===== config.mk =====
export PLATFORM = sky130hd
export DESIGN_NAME = tpu_trace_port
export DESIGN_NICKNAME = d
export VERILOG_FILES = /design/src/design/tpu_trace_port.v
export VERILOG_INCLUDE_DIRS = /design/src /design/src/design
export SDC_FILE = /design/constraint.sdc
export NUM_CORES = 1
export LEC_CHECK = 0
export CELL_PAD_IN_SITES_DETAIL_PLACEMENT = 0
export CELL_PAD_IN_SITES_GLOBAL_PLACEMENT = 1
export CORE_MARGIN = 5
export CORE_UTILIZATION = 42
export CTS_CLUSTER_DIAMETER = 200
export DETAILED_ROUTE_END_ITERATION = 10
export DONT_BUFFER_PORTS = 1
export HOLD_SLACK_MARGIN = 0.15
export PLACE_DENSITY_LB_ADDON = 0.1
export SLEW_MARGIN = 5
export SYNTH_ARGS = -nofsm -noshare
export SYNTH_HDL_FRONTEND = slang
export SYNTH_SLANG_ARGS = --single-unit
export TNS_END_PERCENT = 50

===== constraint.sdc =====
create_clock -name ref_clk_i -period 2.1 [get_ports ref_clk_i]
set_input_delay 0.21 -clock ref_clk_i [delete_from_list [all_inputs] [get_ports ref_clk_i]]
set_output_delay 0.21 -clock ref_clk_i [all_outputs]
set_load 0.01 [all_outputs]

===== src/design/tpu_consts.vh =====
// Register map, field positions, reset values and mode codes of the trace port unit
`ifndef TPU_CONSTS_VH
`define TPU_CONSTS_VH

// Register byte offsets (low 12 address bits)
`define TPU_OFS_BAUD 12'h010
`define TPU_OFS_PIN_PROTO 12'h0F0
`define TPU_OFS_FMT_STATUS 12'h300
`define TPU_OFS_FMT_CTRL 12'h304
`define TPU_OFS_TRIG_SAMPLE 12'hEE8
`define TPU_OFS_INSN_DATA 12'hEEC
`define TPU_OFS_READY_DRIVE 12'hEF0
`define TPU_OFS_INSTR_DATA 12'hEFC
`define TPU_OFS_INT_MODE 12'hF00

// Reset values
`define TPU_RST_BAUD 13'h0000
`define TPU_RST_PIN_PROTO 2'h1
`define TPU_RST_FMT_CONT 1'b1
`define TPU_RST_INT_MODE 2'h0

// Formatter status: only the unstoppable flag reads one
`define TPU_FMT_STATUS_VAL 32'h0000_0008

// Field positions
`define TPU_BAUD_W 13
`define TPU_FMT_CONT_BIT 1
`define TPU_TRIG_INS_BIT 8
`define TPU_INT_INSTR_VALID_BIT 29
`define TPU_INT_INSTR_CNT_LO 27
`define TPU_INT_INSN_VALID_BIT 26
`define TPU_INT_INSN_CNT_LO 24

// Integration mode codes
`define TPU_MODE_NORMAL 2'h0
`define TPU_MODE_ITEST 2'h1
`define TPU_MODE_IDATA 2'h2

// Pin protocol code selecting the parallel trace port
`define TPU_PROTO_TRACE_PORT 2'h0

// Source ids put beside each formatted byte
`define TPU_ID_INSN 2'h1
`define TPU_ID_INSTR 2'h2

// Integration capture depth and AXI responses
`define TPU_CAP_FULL 2'h3
`define TPU_RESP_OKAY 2'h0
`define TPU_RESP_SLVERR 2'h2

`endif


===== src/design/tpu_trace_port.v =====
// Trace port unit: AXI4-Lite registers, formatter control, baud divider, integration capture
//
// Register access over AXI4-Lite and the register offsets were decided locally.
`timescale 1ns/100ps
`include "tpu_consts.vh"

module tpu_trace_port #(
  parameter DATA_W = 8
) (
  input wire ref_clk_i,
  input wire sys_rst_i,
  // AXI4-Lite slave
  input wire [31:0] s_axi_awaddr_i,
  input wire s_axi_awvalid_i,
  output wire s_axi_awready_o,
  input wire [31:0] s_axi_wdata_i,
  input wire [3:0] s_axi_wstrb_i,
  input wire s_axi_wvalid_i,
  output wire s_axi_wready_o,
  output wire [1:0] s_axi_bresp_o,
  output wire s_axi_bvalid_o,
  input wire s_axi_bready_i,
  input wire [31:0] s_axi_araddr_i,
  input wire s_axi_arvalid_i,
  output wire s_axi_arready_o,
  output wire [31:0] s_axi_rdata_o,
  output wire [1:0] s_axi_rresp_o,
  output wire s_axi_rvalid_o,
  input wire s_axi_rready_i,
  // Trace reference clock pin, sampled as a level
  input wire trace_ref_clock_i,
  // Trigger pin
  input wire trigger_i,
  // Instruction trace source
  input wire insn_valid_i,
  input wire [DATA_W-1:0] insn_data_i,
  output wire insn_ready_o,
  // Instrumentation source
  input wire instr_valid_i,
  input wire [DATA_W-1:0] instr_data_i,
  output wire instr_ready_o,
  // Trace output stream
  output wire out_valid_o,
  output wire [DATA_W-1:0] out_data_o,
  output wire [1:0] out_id_o,
  output wire out_trig_o,
  input wire out_ready_i,
  // Formatter in use, and one-cycle pulse on each change of it
  output wire formatted_o,
  output wire fmt_change_o,
  // Registered output bit-rate tick, one cycle wide
  output wire baud_tick_o
);

  // Register state
  reg [`TPU_BAUD_W-1:0] baud_q; // Prescaler field
  reg [1:0] pin_proto_q; // Pin protocol selection
  reg fmt_cont_q; // Last written continuous-format enable
  reg [1:0] int_mode_q; // Integration mode field
  reg ready_drive_q; // Ready level used in test mode

  // AXI channel state
  reg bvalid_q;
  reg [1:0] bresp_q;
  reg rvalid_q;
  reg [31:0] rdata_q;
  reg [1:0] rresp_q;

  // Pin synchronisers; first stages feed only second stages
  reg ref_s1_q;
  reg ref_s2_q;
  reg ref_s3_q; // Edge detect stage, reads the second stage only
  reg trig_s1_q;
  reg trig_s2_q;

  // Baud divider
  reg [`TPU_BAUD_W-1:0] baud_cnt_q;
  reg baud_tick_q;

  // Output slot
  reg out_valid_q;
  reg [DATA_W-1:0] out_data_q;
  reg [1:0] out_id_q;
  reg out_trig_q;
  reg fmt_prev_q;
  reg fmt_change_q;

  // Integration capture, index 0 instruction trace, 1 instrumentation
  wire [1:0] src_valid;
  wire [2*DATA_W-1:0] src_data;
  wire [1:0] src_ready;
  wire [1:0] cap_clr;
  wire [1:0] cnt0;
  wire [1:0] cnt1;
  wire [3*DATA_W-1:0] cap0;
  wire [3*DATA_W-1:0] cap1;

  // Decoded control
  wire formatted; // Formatter in effect
  wire mode_normal;
  wire mode_itest;
  wire mode_idata;
  wire slot_free;
  wire wr_go;
  wire rd_go;
  wire [11:0] wofs;
  wire [11:0] rofs;
  wire [31:0] fmt_ctrl_rd;

  assign src_valid = {instr_valid_i, insn_valid_i};
  assign src_data = {instr_data_i, insn_data_i};

  // Trace port protocol overrides the stored enable; the stored bit is kept
  // untouched so a return to serial shows what software last wrote
  assign formatted = (pin_proto_q == `TPU_PROTO_TRACE_PORT) | fmt_cont_q;
  assign mode_normal = (int_mode_q == `TPU_MODE_NORMAL);
  assign mode_itest = (int_mode_q == `TPU_MODE_ITEST);
  assign mode_idata = (int_mode_q == `TPU_MODE_IDATA);
  assign slot_free = ~out_valid_q | out_ready_i;

  // Control read value: trigger insertion always one, enable as in effect
  assign fmt_ctrl_rd = (32'h0000_0001 << `TPU_TRIG_INS_BIT)
                     | ({31'h0000_0000, formatted} << `TPU_FMT_CONT_BIT);

  // Write address and data are taken together, one write at a time
  assign wr_go = s_axi_awvalid_i & s_axi_wvalid_i & ~bvalid_q;
  assign s_axi_awready_o = wr_go;
  assign s_axi_wready_o = wr_go;
  assign s_axi_bvalid_o = bvalid_q;
  assign s_axi_bresp_o = bresp_q;
  assign wofs = s_axi_awaddr_i[11:0];

  // Read taken when no answer is pending
  assign rd_go = s_axi_arvalid_i & ~rvalid_q;
  assign s_axi_arready_o = ~rvalid_q;
  assign s_axi_rvalid_o = rvalid_q;
  assign s_axi_rdata_o = rdata_q;
  assign s_axi_rresp_o = rresp_q;
  assign rofs = s_axi_araddr_i[11:0];

  // A read of a data register discards its own bytes and count
  assign cap_clr[0] = rd_go & (rofs == `TPU_OFS_INSN_DATA);
  assign cap_clr[1] = rd_go & (rofs == `TPU_OFS_INSTR_DATA);

  // Ready outputs per mode
  // Test mode: the software bit alone; data test: capture room; normal: slot, or at once for bypassed instruction bytes
  assign insn_ready_o = mode_itest ? ready_drive_q : src_ready[0];
  assign instr_ready_o = mode_itest ? ready_drive_q : src_ready[1];

  // Normal handshake readiness; bypass swallows instruction bytes at once
  assign src_ready[1] = mode_idata ? (cnt1 != `TPU_CAP_FULL) : (mode_normal & slot_free);
  assign src_ready[0] = mode_idata ? (cnt0 != `TPU_CAP_FULL)
                      : (mode_normal & (~formatted | (slot_free & ~instr_valid_i)));

  assign out_valid_o = out_valid_q;
  assign out_data_o = out_data_q;
  assign out_id_o = out_id_q;
  assign out_trig_o = out_trig_q;
  assign formatted_o = fmt_prev_q;
  assign fmt_change_o = fmt_change_q;
  assign baud_tick_o = baud_tick_q;

  // Integration capture per source: three bytes and a saturating count
  genvar gi;
  generate
    for (gi = 0; gi < 2; gi = gi + 1) begin : g_cap
      reg [1:0] cnt_q;
      reg [3*DATA_W-1:0] cap_q;
      wire take;
      assign take = mode_idata & src_valid[gi] & src_ready[gi];
      // Reading clears, but a byte arriving the same cycle survives
      always @(posedge ref_clk_i) begin
        if (sys_rst_i) begin
          cnt_q <= 2'h0;
          cap_q <= {3*DATA_W{1'b0}};
        end else if (cap_clr[gi]) begin
          if (take) begin
            cnt_q <= 2'h1;
            cap_q <= {{2*DATA_W{1'b0}}, src_data[gi*DATA_W +: DATA_W]};
          end else begin
            cnt_q <= 2'h0;
            cap_q <= {3*DATA_W{1'b0}};
          end
        end else if (take) begin
          // Byte 0 lands in the low bits; ready already stops at full
          cap_q[cnt_q*DATA_W +: DATA_W] <= src_data[gi*DATA_W +: DATA_W];
          if (cnt_q != `TPU_CAP_FULL) begin
            cnt_q <= cnt_q + 2'h1;
          end
        end
      end
    end
  endgenerate

  assign cnt0 = g_cap[0].cnt_q;
  assign cnt1 = g_cap[1].cnt_q;
  assign cap0 = g_cap[0].cap_q;
  assign cap1 = g_cap[1].cap_q;

  // Pin synchronisers
  always @(posedge ref_clk_i) begin
    if (sys_rst_i) begin
      ref_s1_q <= 1'b0;
      ref_s2_q <= 1'b0;
      ref_s3_q <= 1'b0;
      trig_s1_q <= 1'b0;
      trig_s2_q <= 1'b0;
    end else begin
      ref_s1_q <= trace_ref_clock_i;
      ref_s2_q <= ref_s1_q;
      ref_s3_q <= ref_s2_q;
      trig_s1_q <= trigger_i;
      trig_s2_q <= trig_s1_q;
    end
  end

  // Baud divider: one tick every prescaler+1 reference rising edges.
  // Sampling the reference clock limits it to under a quarter of our clock.
  always @(posedge ref_clk_i) begin
    if (sys_rst_i) begin
      baud_cnt_q <= `TPU_RST_BAUD;
      baud_tick_q <= 1'b0;
    end else if (ref_s2_q & ~ref_s3_q) begin
      if (baud_cnt_q >= baud_q) begin
        baud_cnt_q <= `TPU_RST_BAUD;
        baud_tick_q <= 1'b1;
      end else begin
        baud_cnt_q <= baud_cnt_q + 13'h0001;
        baud_tick_q <= 1'b0;
      end
    end else begin
      baud_tick_q <= 1'b0;
    end
  end

  // Output slot: instrumentation first; trigger flag only when formatted
  always @(posedge ref_clk_i) begin
    if (sys_rst_i) begin
      out_valid_q <= 1'b0;
      out_data_q <= {DATA_W{1'b0}};
      out_id_q <= 2'h0;
      out_trig_q <= 1'b0;
    end else if (~mode_normal) begin
      // Data test mode and test mode keep the trace output quiet
      out_valid_q <= 1'b0;
    end else if (slot_free) begin
      if (instr_valid_i) begin
        out_valid_q <= 1'b1;
        out_data_q <= instr_data_i;
        out_id_q <= formatted ? `TPU_ID_INSTR : 2'h0;
        out_trig_q <= formatted & trig_s2_q;
      end else if (insn_valid_i & formatted) begin
        out_valid_q <= 1'b1;
        out_data_q <= insn_data_i;
        out_id_q <= `TPU_ID_INSN;
        out_trig_q <= trig_s2_q;
      end else begin
        // Bypassed instruction bytes are taken and dropped here
        out_valid_q <= 1'b0;
      end
    end
  end

  // Flag each switch of the formatter so capture can discard around it
  always @(posedge ref_clk_i) begin
    if (sys_rst_i) begin
      fmt_prev_q <= `TPU_RST_FMT_CONT;
      fmt_change_q <= 1'b0;
    end else begin
      fmt_prev_q <= formatted;
      fmt_change_q <= fmt_prev_q ^ formatted;
    end
  end

  // Register writes with byte enables; response OKAY or SLVERR
  always @(posedge ref_clk_i) begin
    if (sys_rst_i) begin
      baud_q <= `TPU_RST_BAUD;
      pin_proto_q <= `TPU_RST_PIN_PROTO;
      fmt_cont_q <= `TPU_RST_FMT_CONT;
      int_mode_q <= `TPU_RST_INT_MODE;
      ready_drive_q <= 1'b0;
      bvalid_q <= 1'b0;
      bresp_q <= `TPU_RESP_OKAY;
    end else begin
      if (bvalid_q & s_axi_bready_i) begin
        bvalid_q <= 1'b0;
      end
      if (wr_go) begin
        bvalid_q <= 1'b1;
        bresp_q <= `TPU_RESP_OKAY;
        if (wofs == `TPU_OFS_BAUD) begin
          if (s_axi_wstrb_i[0]) begin
            baud_q[7:0] <= s_axi_wdata_i[7:0];
          end
          if (s_axi_wstrb_i[1]) begin
            baud_q[12:8] <= s_axi_wdata_i[12:8];
          end
        end else if (wofs == `TPU_OFS_PIN_PROTO) begin
          if (s_axi_wstrb_i[0]) begin
            pin_proto_q <= s_axi_wdata_i[1:0];
          end
        end else if (wofs == `TPU_OFS_FMT_CTRL) begin
          if (s_axi_wstrb_i[0]) begin
            fmt_cont_q <= s_axi_wdata_i[`TPU_FMT_CONT_BIT];
          end
        end else if (wofs == `TPU_OFS_READY_DRIVE) begin
          if (s_axi_wstrb_i[0]) begin
            ready_drive_q <= s_axi_wdata_i[0];
          end
        end else if (wofs == `TPU_OFS_INT_MODE) begin
          if (s_axi_wstrb_i[0]) begin
            int_mode_q <= s_axi_wdata_i[1:0];
          end
        end else if ((wofs == `TPU_OFS_FMT_STATUS) || (wofs == `TPU_OFS_TRIG_SAMPLE) ||
                     (wofs == `TPU_OFS_INSN_DATA) || (wofs == `TPU_OFS_INSTR_DATA)) begin
          // Read-only registers ignore writes
          bresp_q <= `TPU_RESP_OKAY;
        end else begin
          bresp_q <= `TPU_RESP_SLVERR;
        end
      end
    end
  end

  // Register reads: answer one cycle after the address is taken
  always @(posedge ref_clk_i) begin
    if (sys_rst_i) begin
      rvalid_q <= 1'b0;
      rdata_q <= 32'h0000_0000;
      rresp_q <= `TPU_RESP_OKAY;
    end else if (rd_go) begin
      rvalid_q <= 1'b1;
      rresp_q <= `TPU_RESP_OKAY;
      if (rofs == `TPU_OFS_BAUD) begin
        rdata_q <= {19'h0_0000, baud_q};
      end else if (rofs == `TPU_OFS_PIN_PROTO) begin
        rdata_q <= {30'h0000_0000, pin_proto_q};
      end else if (rofs == `TPU_OFS_FMT_STATUS) begin
        rdata_q <= `TPU_FMT_STATUS_VAL;
      end else if (rofs == `TPU_OFS_FMT_CTRL) begin
        rdata_q <= fmt_ctrl_rd;
      end else if (rofs == `TPU_OFS_TRIG_SAMPLE) begin
        rdata_q <= {31'h0000_0000, trig_s2_q};
      end else if (rofs == `TPU_OFS_INSN_DATA) begin
        rdata_q <= {2'h0, instr_valid_i, cnt1, insn_valid_i, cnt0, cap0};
      end else if (rofs == `TPU_OFS_INSTR_DATA) begin
        rdata_q <= {2'h0, instr_valid_i, cnt1, insn_valid_i, cnt0, cap1};
      end else if (rofs == `TPU_OFS_READY_DRIVE) begin
        // Write-only register reads as zero
        rdata_q <= 32'h0000_0000;
      end else if (rofs == `TPU_OFS_INT_MODE) begin
        rdata_q <= {30'h0000_0000, int_mode_q};
      end else begin
        rdata_q <= 32'h0000_0000;
        rresp_q <= `TPU_RESP_SLVERR;
      end
    end else if (rvalid_q & s_axi_rready_i) begin
      rvalid_q <= 1'b0;
    end
  end

endmodule


==> results of run 1 <==
==> stage by stage <==
stage                     setup slack (ps)  hold WS (ps)  area, sq um
after floorplan                        200           333         6340
after global placement               -11.4           289         6630
after detailed placement             -70.8           292         6630
after CTS                             73.9           153         7750
after global routing                  39.9           174         7770
final                                  155           165         7770
==> flip-flops by register name (all words and copies together), names as in the netlist, 2 cells and up <==
name,flops
baud_q,13
baud_cnt_q,13
cnt1,2
cap0,24
int_mode_q,2
pin_proto_q,2
out_id_o,2
cap1,24
s_axi_rdata_o,30
cnt0,2
out_data_o,8
==> cell usage in the layout, fill, tap and decap left out, types with 4 or more instances in the layout <==
cell type and count:
buf_4 32, nand2_1 63, mux2_2 9, nor3_1 31, xnor2_1 8, clkinv_2 5, nor3b_1 4, inv_1 25
ha_1 22, clkbuf_16 17, nand3_1 24, and3_1 5, mux2i_1 38, a22o_1 17, conb_1 4, dfxtp_1 138
and2_1 4, nor4_1 5, a21oi_1 43, nor2_1 65, nand2b_1 11, nor2b_1 12, a211oi_1 11, xor2_1 8
nand4_1 14, dlygate4sd3_1 47, a21o_1 4, a22oi_1 31, o21ai_0 21
==> cells by family after synthesis <==
family	after synthesis
buffers and inverters	63
xor gates and xnor gates	16
DFF	138
muxes	47
adders and majority gates	22
and+or+nand+nor	263
AOI/OAI and AO/OA	153
other	1
==> worst paths after layout <==
check	from	to	slack [ps]
worst max-delay path	cnt0[0]	cap0[18]	150
worst min-delay path	s_axi_araddr_i[4]	s_axi_rdata_o[4]	170
worst min register to register	cap1[14]	cap1[14]	450
worst max register to register	cnt0[0]	cap0[18]	150
==> timing repair <==
| action | CTS | global route |
|---|---|---|
| hold buffers | 49 | 0 |
| gates resized for setup | 1 | 2 |
| setup endpoints to repair | 8 | 19 |
| endpoints found under the hold margin | 137 | 0 |
| buffers inserted | 0 | 1 |
| pin swaps | 0 | 1 |
==> synth_stat cells (4+ instances only) <==
library cell,count,area [sq um]
a211oi_1,11,82.6
a21o_1,4,30.0
a21oi_1,43,215
a22o_1,17,149
a22oi_1,31,233
and2_1,4,25.0
and3_1,5,31.3
buf_2,9,45.0
buf_4,5,37.5
clkbuf_1,22,82.6
dfxtp_1,138,2760
ha_1,22,275
inv_1,25,93.8
mux2_2,9,101
mux2i_1,38,380
nand2_1,63,236
nand2b_1,11,68.8
nand3_1,24,120
nand4_1,14,87.6
nor2_1,65,244
nor2b_1,12,75.1
nor3_1,31,155
nor3b_1,4,30.0
nor4_1,5,31.3
o21ai_0,21,105
xnor2_1,8,70.1
xor2_1,8,70.1
==> metal layers <==
metal	GRT usage (%)	vias up	wire, um
li1	-	2678	-
met1	28.9	2586	8750
met2	33.5	180	8590
met3	6.30	26	1320
met4	6.12	0	248
met5	0	-	0
==> final cells by class <==
type / instances / area (sq um) / share of cell area, %
Clock inverter: 15 / 173 / 2.22
Multi-Input combinational cell: 505 / 3330 / 42.9
Sequential cell: 138 / 2760 / 35.6
Inverter: 25 / 93.8 / 1.21
Tap cell: 184 / 230 / 2.96
Timing Repair Buffer: 81 / 751 / 9.66
Clock buffer: 17 / 425 / 5.48
Antenna cell: 2 / 5.00 / 0.0644
==> worst register-to-register path: cells and delay by family, from the launching register on <==
| family | cells | cell delay, ps |
|---|---|---|
| AO/OA/AOI/OAI | 1 | 180 |
| adder cells (fa/ha/maj) | 1 | 220 |
| flip-flops | 1 | 310 |
| AND/OR/NAND/NOR | 4 | 1180 |
==> power by group <==
part	leakage, uW	switching, uW	internal, uW
combinational	0.00147	207	154
clock	0.000290	1170	1870
sequential	0.00112	40.4	2650
total	0.00287	1420	4670
==> results.md, run 1 <==
- DRC Markers: 0
- Fin crit period: between 1500 and 2000 ps
- RSZ-0062 raised after global routing: no
- Setup crit start kind: flop
- Max incr delay on CP: 560 ps
- WS Path Type: flop to flop
- Overall global routing resource usage: between 20% and 30%
- Share of the yosys chip area belonging to registers: between 40 and 50%
- Routed Antenna Nets: 0
- First DRT Iteration DRCs: between 400 and 500
- Gp weighted congestion: roughly 0.83
- Core area: 14600 sq um
- Reg2Reg Depth: 6
- Vias in the first global route: 5325
- Adder-cell share of the synthesized area: under 10%
- Fillers: roughly 1400
- Non-Filler Instances: just under 1000
- GRT overflow: 0
- CP required: roughly 2500 ps
- Mux contribution to synthesized area: under 10%
- Final hold viol count: 0
- DP HPWL: 13100 um
- Status: complete, no violations
- Wirelength, routed: ~19000 um
- WL per Instance: about 20 um
- Crit. End Element: flop
- Worst vdd ir: between 0.5 and 0.6 mV
- Die footprint: roughly 18000 sq um
- Most used flip-flop cell after synthesis: dfxtp_1
- Max-Cap Viols: 0
- WHS Path Cells: 3
- Root Buffer: clkbuf_16
- Main combinational cell family by area after synthesis: simple AND/OR/NAND/NOR gates
- Static Leakage: roughly 0.0029 uW
- CP max-delay cell: nor4_4
- PD cells: roughly 780 nW/um^2
- Synth Area in Compound Gates: 16.4%
- Vias per cell: between 5 and 6
- CP top delay family: simple AND/OR/NAND/NOR gates
- Initial antenna violation count: 2
- Starting Density: a little over two fifths
- Post-Synth XOR/XNOR Area: ~2.2%
- Tot Pwr: just over 6000 uW
- Clk_skew: slightly above 10 ps
- Max-slew headroom: between 30% and 40%
- Clock latency on the worst-skew pair: roughly 420 ps
- Worst-margin pin slew: a little under 1000 ps
- FP Rows: between 40 and 50
- Ys Warns: 0
- Drt first pass iters: 6
- Syn-to-layout area delta: 22.7%
- Register bit total from synthesis: approximately 140
- CP arrival: between 2000 and 2500 ps
- Pins over their slew limit: 0
- Mapped Cells: around 700
- Crit-path cells: ha_1, nor4bb_2, nand2_1, nor4_4, a22oi_1, nor2_1
- Die height: around 130 um
- I/O Buffers: 0
- Post-Place Cells: ~900
- Largest net degree at the start of global routing: 97
- Fmax: around 0.5 GHz
- CP max FO: 8
- Ys async rst share: 0%
- H-tree depth: 4
- # nets final: 918
- Worst-case clock buffer depth: 2
- Io pins: approximately 190
- Post-synth cell types: between 50 and 60
- Avg Synthesized Cell Area: roughly 9 sq um
- Mapped cell area: around 6300 sq um
- Setup TNS: 0 ps
- Vias: approximately 5500
- TritonCTS clock tree: yes
- Min-Delay Path Class: primary input to flop
- Worst Path Buf+Inv: 0
- CTS Buf Count: 17
- Setup Viol. Count Final: 0
- Period utilisation layout: 92.6%
- Share of layout cells above drive strength 1: 10.6%
- EDFF count, synth: 0
- Worst path depth: 6
- Die width: roughly 130 um
- Clock transition at the registers of the reported paths: 60 ps
- Clk sinks: between 100 and 150
- Synth Area in Simple Gates: a little over a fifth
- Global-route wire length before repair: between 20000 and 30000 um
- Final Util: around 53%
(Power assumes the default switching activity.)
==> run 2, diff against run 1 <==
CTS_BUF_LIST = sky130_fd_sc_hd__clkbuf_4   (was default)
==> run 2 against run 1 <==
Effect of this change: wire length rose by 0.69%; combinational power rose by 15%; register-to-register slack got worse by 30 ps; sequential power barely moved; hold slack improved by 38 ps; die area did not move; global-route usage rose by 0.13 points; final cell count rose by 2.7%; final area rose by 0.11%; maximum frequency fell by 1.5%; clock-buffer cell count did not move; largest power group is now sequential cells.
==> results.md, run 2 (synthesized netlist as in run 1, its figures left out) <==
- Status: complete, no violations (unchanged)
- Global-route wire length before repair: 30300 um (was 29800 um)
- Reg-to-Reg End: fmt_cont_q (was cap0[18])
- Share of layout cells above drive strength 1: 11.0% (was 10.6%)
- Die width: 133 um (unchanged)
- Met2 GRT Util: 33.4% (was 33.5%)
- DRC Markers: 0 (unchanged)
- Routed Antenna Nets: 0 (unchanged)
- Setup crit start kind: flop (unchanged)
- DP HPWL: 13100 um (unchanged)
- Setup Viol. Count Final: 0 (unchanged)
- Fmax: 0.506 GHz (was 0.514 GHz)
- Met1 Track Usage GR: 29.4% (was 28.9%)
- GR peak layer: met2 (unchanged)
- Min-Delay Path Class: primary input to flop (unchanged)
- Vias per cell: 5.64 (was 5.66)
- GRT overflow: 0 (unchanged)
- Period utilisation layout: 94.0% (was 92.6%)
- Core area: 14600 sq um (unchanged)
- Pins over their slew limit: 0 (unchanged)
- Setup TNS: 0 ps (unchanged)
- Worst-case clock buffer depth: 2 (unchanged)
- Max-slew headroom: 48.3% (was 34.0%)
- Vias: 5599 (was 5470)
- Fin crit period: 1970 ps (was 1950 ps)
- Starting Density: 43.2% (unchanged)
- Gp weighted congestion: 0.833 (unchanged)
- PD cells: 637 nW/um^2 (was 784 nW/um^2)
- Most frequent cells in the layout: dfxtp_1, dlygate4sd3_1, nor2_1 (was dfxtp_1, nor2_1, nand2_1)
- Final hold viol count: 0 (unchanged)
- Worst-margin pin slew: 776 ps (was 990 ps)
- H-tree depth: 4 (unchanged)
- Drt first pass iters: 5 (was 6)
- Most common cell after layout, fill and taps aside: dfxtp_1 (unchanged)
- Hold worst-path end: cap1[16] (was s_axi_rdata_o[4])
- M3 GR Usage: 6.19% (was 6.30%)
- Max-Cap Viols: 0 (unchanged)
- Io pins: 186 (unchanged)
- Root Buffer: clkbuf_4 (was clkbuf_16)
- WS Path Type: flop to output pin (was flop to flop)
- Reg2reg start: s_axi_bvalid_o (was cnt0[0])
- Tot Pwr: 4960 uW (was 6100 uW)
- First DRT Iteration DRCs: 351 (was 407)
- Clock transition at the registers of the reported paths: 130 ps (was 60 ps)
- # nets final: 945 (was 918)
- CP max FO: 6 (was 8)
- RSZ-0062 raised after global routing: no (unchanged)
- Overall global routing resource usage: 21.6% (was 21.5%)
- CTS Buf Count: 17 (unchanged)
- Crit. End Element: output pin (was flop)
- WL per Instance: 19.2 um (was 19.6 um)
- Syn-to-layout area delta: 22.8% (was 22.7%)
- Clk sinks: 138 (unchanged)
- Worst Hold Launch: s_axi_araddr_i[4] (unchanged)
- I/O Buffers: 0 (unchanged)
- CP arrival: 1760 ps (was 2300 ps)
- Worst vdd ir: 0.373 mV (was 0.587 mV)
- WHS Path Cells: 4 (was 3)
- Clk_skew: 21.4 ps (was 10.3 ps)
- Max reg flops: 30 (unchanged)
- FP Rows: 44 (unchanged)
- TritonCTS clock tree: yes (unchanged)
- Clock latency on the worst-skew pair: 550 ps (was 420 ps)
- Reg2Reg Depth: 7 (was 6)
- Static Leakage: 0.00286 uW (was 0.00287 uW)
- Initial antenna violation count: 2 (unchanged)
- Vias in the first global route: 5446 (was 5325)
- Die height: 133 um (unchanged)
- Largest net degree at the start of global routing: 102 (was 97)
- Die footprint: 17600 sq um (unchanged)
- CP required: 1890 ps (was 2460 ps)
- Reg-to-reg slack, setup: 130 ps (was 150 ps)
- Wirelength, routed: 19000 um (was 18900 um)
[run 2: how the worst max path moves through the flow]
stage / from / end / slack (ps) / depth (start not counted)
2_1_floorplan: cnt1[0] / cap1[16] / 200 / 7
4_1_cts: out_valid_o / instr_ready_o / 20 / 4
5_1_grt: fmt_cont_q / insn_ready_o / 10 / 5
3_3_place_gp: cnt0[0] / cap0[17] / -10 / 6
6_report: fmt_cont_q / insn_ready_o / 130 / 5
3_5_place_dp: cnt0[0] / cap0[18] / -70 / 6
[run 2: critical path, cell delays in order (launching register included)]
cell,delay (ps)
dfxtp_1,340
o21bai_1,200
buf_4,190
o21ai_0,70
mux2i_1,90
o22ai_1,320
[run 2: final cells by class]
class / count / area [sq um]
Fill cell: 1366 / 6870
Sequential cell: 138 / 2760
Antenna cell: 1 / 2.50
Multi-Input combinational cell: 505 / 3360
Tap cell: 184 / 230
Inverter: 25 / 93.8
Timing Repair Buffer: 108 / 1030
Clock inverter: 15 / 173
Clock buffer: 17 / 128
[run 2: repair_timing]
action                                  4_1_cts  5_1_grt
resized for setup                             1        9
hold buffers                                 76        0
pin swaps                                     0        1
hold endpoints to repair                    138        0
endpoints found under the setup margin        8       17
cloned                                        0        0
buffers inserted                              0        1
[run 2: per-layer routing]
layer  routed length [um]  part of all wire, %
met5                   11                0.058
met4                  285                  1.5
met3                 1330                  7.0
met1                 8810                   46
met2                 8600                   45
[run 2: power breakdown]
part,total [uW],switching [uW],leakage (uW),internal (uW)
logic,413,229,0.00159,184
clock network,1850,1030,0.000158,825
registers,2690,41.1,0.00112,2650
total,4960,1300,0.00286,3660
[run 2: metrics by stage]
| step | instances | cell area [sq um] | hold slack, ps | setup slack [ps] | util, % |
|---|---|---|---|---|---|
| 3_3_place_gp | 883 | 6630 | 289 | -11.4 | 45.3 |
| 4_1_cts | 991 | 7730 | 151 | 20.9 | 52.8 |
| 2_1_floorplan | 706 | 6340 | 333 | 200 | - |
| 3_5_place_dp | 883 | 6630 | 292 | -70.8 | 45.3 |
| 6_report | 993 | 7780 | 203 | 125 | 53.1 |
| 5_1_grt | 993 | 7780 | 172 | 10.9 | 53.1 |
